### config.mk
export PLATFORM = sky130hd
export DESIGN_NAME = ewsf_framer
export DESIGN_NICKNAME = d
export VERILOG_FILES = /design/src/rtl/ewsf_pkg.sv /design/src/rtl/ewsf_framer.sv /design/src/rtl/ewsf_shifter.sv
export SDC_FILE = /design/constraint.sdc
export NUM_CORES = 1
export LEC_CHECK = 0
export ABC_AREA = 1
export BUFFER_PORTS_ARGS = -buffer_cell sky130_fd_sc_hd__buf_2
export CAP_MARGIN = 20
export CELL_PAD_IN_SITES_DETAIL_PLACEMENT = 1
export CELL_PAD_IN_SITES_GLOBAL_PLACEMENT = 1
export CORE_ASPECT_RATIO = 0.6
export CORE_MARGIN = 2
export CORE_UTILIZATION = 34
export CTS_CLUSTER_DIAMETER = 30
export DETAILED_ROUTE_END_ITERATION = 8
export PLACE_DENSITY = 0.66
export SYNTH_ARGS = -nofsm -noshare
export SYNTH_HDL_FRONTEND = slang
export SYNTH_SLANG_ARGS = --single-unit
### constraint.sdc
create_clock -name ref_clk_i -period 4.3 [get_ports ref_clk_i]
set_input_delay 0.43 -clock ref_clk_i [delete_from_list [all_inputs] [get_ports ref_clk_i]]
set_output_delay 0.43 -clock ref_clk_i [all_outputs]
set_load 0.02 [all_outputs]
### src/rtl/ewsf_pkg.sv
// package for the event word stream framer: word layout, widths, constants
// assumes a single 25 MHz clock and synchronous active-low reset
//
// Notes on behaviour
// - event words go straight onto the serial line, no header word first
// - one time word, 31-bit time plus flag one, opens each 12-chip cycle
// - each event word carries a 4-bit chip field naming its source chip
// - event word: flag 0, chip 4, column 6, row 8, energy 12, spare 1
// - same time and event word layout in every operating mode
// - 12-bit energy forwarded only between adjustable lower and upper limits
package ewsf_pkg;
    localparam int WORD_W     = 32;
    localparam int TIME_W     = 31;
    localparam int CHIP_W     = 4;
    localparam int COL_W      = 6;
    localparam int ROW_W      = 8;
    localparam int ENERGY_W   = 12;
    localparam int CHIPS      = 12;
    localparam int BITCNT_W   = 5;
    localparam logic FLAG_TIME  = 1'b1;
    localparam logic FLAG_EVENT = 1'b0;
    localparam logic SPARE_VAL  = 1'b0;
    localparam logic [ENERGY_W-1:0] LO_THR_RST = 12'h000;
    localparam logic [ENERGY_W-1:0] HI_THR_RST = 12'hfff;

    // one event from the pixel digitiser chain
    typedef struct packed {
        logic [CHIP_W-1:0]   chip;
        logic [COL_W-1:0]    col;
        logic [ROW_W-1:0]    row;
        logic [ENERGY_W-1:0] energy;
    } ewsf_event_s;

    // event word as it goes on the line, msb first
    typedef struct packed {
        logic                flag;
        logic [CHIP_W-1:0]   chip;
        logic [COL_W-1:0]    col;
        logic [ROW_W-1:0]    row;
        logic [ENERGY_W-1:0] energy;
        logic                spare;
    } ewsf_evword_s;

    // time word as it goes on the line
    typedef struct packed {
        logic              flag;
        logic [TIME_W-1:0] tval;
    } ewsf_tword_s;
endpackage

### src/rtl/ewsf_framer.sv
// event word stream framer: time word per cycle, then tagged event words
// assumes events arrive with valid/ready and cycle start as a one-cycle pulse
`timescale 1ns/100ps
`default_nettype none
module ewsf_framer
    import ewsf_pkg::*;
#(
    parameter int BIT_DIV = 2
) (
    // clock and reset
    input  wire logic                ref_clk_i,
    input  wire logic                rst_n_i,
    // thresholds
    input  wire logic [ENERGY_W-1:0] lo_thr_i,
    input  wire logic [ENERGY_W-1:0] hi_thr_i,
    // readout cycle start and time
    input  wire logic                cycle_start_i,
    input  wire logic [TIME_W-1:0]   time_i,
    // event input
    input  wire logic                ev_valid_i,
    input  wire ewsf_event_s         ev_i,
    output logic                     ev_ready_o,
    // serial line
    output logic                     sdata_o,
    output logic                     svalid_o,
    output logic                     time_sent_o
);
    // divider counter is eight bits wide
    if (BIT_DIV < 1 || BIT_DIV > 255) begin : g_bad_div
        $error("BIT_DIV out of range");
    end

    typedef struct packed {
        logic [7:0]        div;
        logic              bit_en;
        logic              tpend;
        logic [TIME_W-1:0] tlat;
        logic              load;
        logic [WORD_W-1:0] word;
        logic              rdy;
        logic              tsent;
        logic              sd;
        logic              sv;
    } ewsf_fr_s;

    ewsf_fr_s s_q, s_d;
    logic     idle;
    logic     sh_data;
    logic     sh_valid;
    logic     in_window;
    ewsf_evword_s evw;
    ewsf_tword_s  tw;

    // energy window on incoming events
    assign in_window = (ev_i.energy >= lo_thr_i) && (ev_i.energy <= hi_thr_i);

    // word images, identical in every mode
    always_comb begin
        evw.flag   = FLAG_EVENT;
        evw.chip   = ev_i.chip;
        evw.col    = ev_i.col;
        evw.row    = ev_i.row;
        evw.energy = ev_i.energy;
        evw.spare  = SPARE_VAL;
        tw.flag    = FLAG_TIME;
        tw.tval    = s_q.tlat;
    end

    // bit divider, time latch, word selection
    always_comb begin
        s_d        = s_q;
        s_d.load   = 1'b0;
        s_d.rdy    = 1'b0;
        s_d.tsent  = 1'b0;
        s_d.bit_en = 1'b0;
        if (s_q.div == 8'(BIT_DIV - 1)) begin
            s_d.div    = '0;
            s_d.bit_en = 1'b1;
        end else begin
            s_d.div = s_q.div + 8'h01;
        end
        if (cycle_start_i) begin
            s_d.tpend = 1'b1;
            s_d.tlat  = time_i;
        end
        if (idle && !s_q.load && !s_q.rdy) begin
            if (s_q.tpend) begin
                s_d.word  = tw;
                s_d.load  = 1'b1;
                s_d.tsent = 1'b1;
                s_d.tpend = cycle_start_i;
            end else if (ev_valid_i && !cycle_start_i) begin
                s_d.rdy = 1'b1;                          // consume event
                if (in_window) begin
                    s_d.word = evw;                      // no header, direct
                    s_d.load = 1'b1;
                end
            end
        end
        s_d.sd = sh_data;
        s_d.sv = sh_valid;
    end

    // state register
    always_ff @(posedge ref_clk_i) begin
        if (!rst_n_i) begin
            s_q      <= '0;
        end else begin
            s_q <= s_d;
        end
    end

    ewsf_shifter u_shifter (
        .ref_clk_i (ref_clk_i),
        .rst_n_i   (rst_n_i),
        .load_i    (s_q.load),
        .word_i    (s_q.word),
        .bit_en_i  (s_q.bit_en),
        .sdata_o   (sh_data),
        .svalid_o  (sh_valid),
        .idle_o    (idle)
    );

    assign ev_ready_o  = s_q.rdy;
    assign sdata_o     = s_q.sd;
    assign svalid_o    = s_q.sv;
    assign time_sent_o = s_q.tsent;
endmodule // ewsf_framer
`default_nettype wire

### src/rtl/ewsf_shifter.sv
// serialiser of one 32-bit word, msb first, one bit per bit-enable pulse
// assumes the loader only offers a word while idle_o is high
`timescale 1ns/100ps
`default_nettype none
module ewsf_shifter
    import ewsf_pkg::*;
(
    // clock and reset
    input  wire logic              ref_clk_i,
    input  wire logic              rst_n_i,
    // word load
    input  wire logic              load_i,
    input  wire logic [WORD_W-1:0] word_i,
    input  wire logic              bit_en_i,
    // serial side
    output logic                   sdata_o,
    output logic                   svalid_o,
    output logic                   idle_o
);
    typedef struct packed {
        logic [WORD_W-1:0]   sh;
        logic [BITCNT_W-1:0] cnt;
        logic                busy;
        logic                dat;
        logic                vld;
        logic                msb;
    } ewsf_sh_s;

    ewsf_sh_s s_q, s_d;

    // shift control: bit leaves on each enable pulse
    always_comb begin
        s_d = s_q;
        if (!s_q.busy && load_i) begin
            s_d.sh   = word_i;
            s_d.cnt  = '0;
            s_d.busy = 1'b1;
            s_d.msb  = word_i[WORD_W-1];             // kept for the first-bit check
        end else if (s_q.busy && bit_en_i) begin
            s_d.dat = s_q.sh[WORD_W-1];
            s_d.vld = 1'b1;
            s_d.sh  = {s_q.sh[WORD_W-2:0], 1'b0};
            s_d.cnt = s_q.cnt + 5'h01;
            if (s_q.cnt == 5'h1f) begin
                s_d.busy = 1'b0;
            end
        end else if (bit_en_i) begin
            s_d.vld = 1'b0;
        end
    end

    // state register
    always_ff @(posedge ref_clk_i) begin
        if (!rst_n_i) begin
            s_q <= '0;
        end else begin
            s_q <= s_d;
        end
    end

    assign sdata_o  = s_q.dat;
    assign svalid_o = s_q.vld;
    assign idle_o   = !s_q.busy && !load_i;
endmodule // ewsf_shifter
`default_nettype wire

==> run metrics <==
critical path type primary input to register; TritonCTS clock tree built; synth unique cells 26; Routability Congestion 0.735; number of core rows 35; Leakage 3.37 nW; RSZ-0062 raised after global routing false; fmax 0.471 GHz; Worst Path Buf+Inv 1; Synth Register Bits 118; Clock Tree Buf Depth 2; via count 5157; TNS Setup 0 ns; CP most frequent cell nor2_1; max-cap violations 0; hold depth 3; HPWL after DPL 10.2 mm; Die Ht 103 microns; post-CTS setup buffer count 0; CP required 4.58 ns; PwrDens 446 nW/um^2; ANT cells 0; Largest stage delay, worst path 0.51 ns; most frequent cell after synthesis nand2_1; layout cells sized above 1 14.8%; Final Critical Period 2.12 ns; final hold violation count 0; aggregate global routing overflow 0; CTS H-tree lvls 4; DRT antenna net count 0; Post-Place Cells 1071; Routed WL per cell 13.6 microns; worst-margin pin slew 0.839 ns; syn_area_per_cell 6.80 sq um; peak supply drop 0.205 mV; Die Width 168 microns; Clock Skew 0.0141 ns; R2R Setup Slk 2.24 ns; status completed; drt initial violations 243; Worst path slowest cell nand3_4; CP startpoint kind primary input; area growth from synthesis to layout 21.5%; vias in the first global route 5436; EDFF count, synth 0; HP Class primary input to register; reg2reg end s_q[7]$_SDFFE_PN0P_; cell taking the most area after synthesis dfxtp_1; hold endpoint s_q[40]$_SDFFE_PN0P_; DRC viols 0; die area 17300 sq um; ys async rst share 0%; HP Start time_i[3]; global-route wire length before repair 25.5 mm; worst r2r src u_shifter.s_q[3]$_SDFFE_PN0P_; Ports 93; Post-Synthesis Cells 809; Placeable Area 15600 sq um; GRT Util Overall 18.6%; Seq/Total Area, Yosys 42.9%; worst reg-to-reg path cell count 4; Layout Cells excl Fill 1101; initial antenna violation count 0; CP endpoint kind register; Final Max Tran Viols 0; Slew HR 44.0%; crit-path cells buf_2, ha_1, nand4_1, nor2_1, nand4_1, nand2_1, nand2_1, nand2_2, nand3_4, nor2_1, nor2_1; cts repair resizes 0; vias per inst 4.68; number of buffers created by CTS 17; post-layout net count 1004; Synth Flop Type dfxtp_1; Worst-Skew Late Latency 0.40 ns; hold buffer count at CTS 0; crit path max fanout 63; Worst EP arrival 2.40 ns; Synthesized Nets 926; clk sinks 118; synth cell count leaders nand2_1, nor2_1, dfxtp_1; Warnings, synthesis 0; largest net degree at the start of global routing 69; setup violators final 0; delay-heaviest family, CP simple AND/OR/NAND/NOR gates; Cell Area, Synth 5500 sq um; I/O Buffers 92; clock-pin slew on the worst setup and hold paths 0.06 ns; drt pass-1 iters 4; WL final 14.9 mm; top cell type's share of synthesized area 42.9%; period utilization 49.4%; Initial Util 35.3%; CTS root buffer clkbuf_16; top post-synthesis cells by area dfxtp_1, nand2_1, nor2_1, ha_1, inv_1
## worst max path at each step
stage,startpoint,endpoint,slack (ns),cells past startpoint
6_report,ev_i[7],s_q[7]$_SDFFE_PN0P_,2.18,11
5_1_grt,ev_i[11],s_q[10]$_SDFFE_PN0P_,1.91,14
4_1_cts,ev_i[7],s_q[7]$_SDFFE_PN0P_,2.17,11
3_5_place_dp,hi_thr_i[3],s_q[7]$_SDFFE_PN0P_,1.78,14
3_3_place_gp,ev_i[7],s_q[10]$_SDFFE_PN0P_,1.82,11
2_1_floorplan,hi_thr_i[11],s_q[17]$_SDFFE_PN0P_,2.49,14
## per-layer routing
layer | share of wire, % | up-vias | wire length (microns) | GRT usage [%]
met4 | 0.52 | 0 | 77 | 6.83
met3 | 3.6 | 7 | 543 | 3.69
met2 | 47 | 82 | 7070 | 32.1
met5 | 0 | - | 0 | 0
li1 | - | 2662 | - | -
met1 | 49 | 2406 | 7250 | 23.4
## logic make-up (layout without fill, tap and decap cells)
logic type	Yosys count	in the layout	share of synthesized area, %
buffers and inverters	132	221	9.75
AND/OR/NAND/NOR	443	443	31.1
XOR/XNOR	1	1	0.159
flip-flops	118	118	42.9
AO/OA/AOI/OAI	87	87	9.71
adder cells (fa/ha/maj)	28	28	6.37
## cell type report
type                    instances  area, sq um
clock buffers                  22          484
clock inverters                 8          123
fillers                      2011         8900
inverters                      92          345
multi-input cells             559         2610
flip-flops and latches        118         2360
well taps                     203          254
repair buffers                 99          513
## per-stage QoR
step	util (%)	power [mW]	hold WS (ns)	worst slack [ns]	cell area, sq um
after global placement	39.0	1.54	0.413	1.82	6080
after CTS	42.9	3.03	0.240	2.17	6690
after floorplan	-	1.44	0.404	2.49	5500
after global routing	42.9	3.15	0.244	1.91	6690
after detailed placement	39.0	1.56	0.432	1.78	6080
final	42.9	2.98	0.254	2.18	6690
## placed cells by master (no fill, tap or decap)
| cell type | Yosys | final |
|---|---|---|
| nand2_1 | 229 | 229 |
| nor2_1 | 192 | 191 |
| dfxtp_1 | 118 | 118 |
| buf_2 | 9 | 92 |
| inv_1 | 90 | 90 |
| o21ai_0 | 37 | 37 |
| ha_1 | 28 | 28 |
| a221oi_1 | 23 | 23 |
| a21oi_1 | 18 | 18 |
| clkbuf_16 | 0 | 17 |
| nand3_1 | 9 | 9 |
| a31oi_1 | 8 | 8 |
| buf_4 | 2 | 7 |
| nor3_1 | 6 | 6 |
| clkbuf_8 | 0 | 4 |
| bufinv_16 | 0 | 3 |
| clkinvlp_4 | 0 | 3 |
| nand4_1 | 2 | 2 |
| clkinv_2 | 0 | 2 |
| inv_2 | 1 | 1 |
| nor2_2 | 0 | 1 |
| nor4_1 | 1 | 1 |
| clkinv_1 | 1 | 1 |
| a21o_1 | 1 | 1 |
| nand2_2 | 1 | 1 |
| nand3_4 | 1 | 1 |
| or2_2 | 1 | 1 |
| nor3b_1 | 1 | 1 |
| xor2_1 | 1 | 1 |
| clkbuf_1 | 23 | 1 |
## report_power, final
group | leakage, nW | internal, mW | switching, mW
Combinational | 2.11 | 0.124 | 0.223
Clock | 0.290 | 0.964 | 0.481
Sequential | 0.965 | 1.16 | 0.0290
Total | 3.37 | 2.25 | 0.733
## state kept, by name, indices dropped and copies added, names as in the netlist
signal              cells
ev_ready_o              1
s_q                    74
sdata_o                 1
svalid_o                1
time_sent_o             1
u_shifter.s_q          38
u_shifter.sdata_o       1
u_shifter.svalid_o      1
## worst reg2reg max path: cells and delay by family, from the launching register on
kind	cells	cell delay, ns
flops	1	0.34
simple gates	4	1.60
Note: power is estimated with default switching activity, not from simulation.
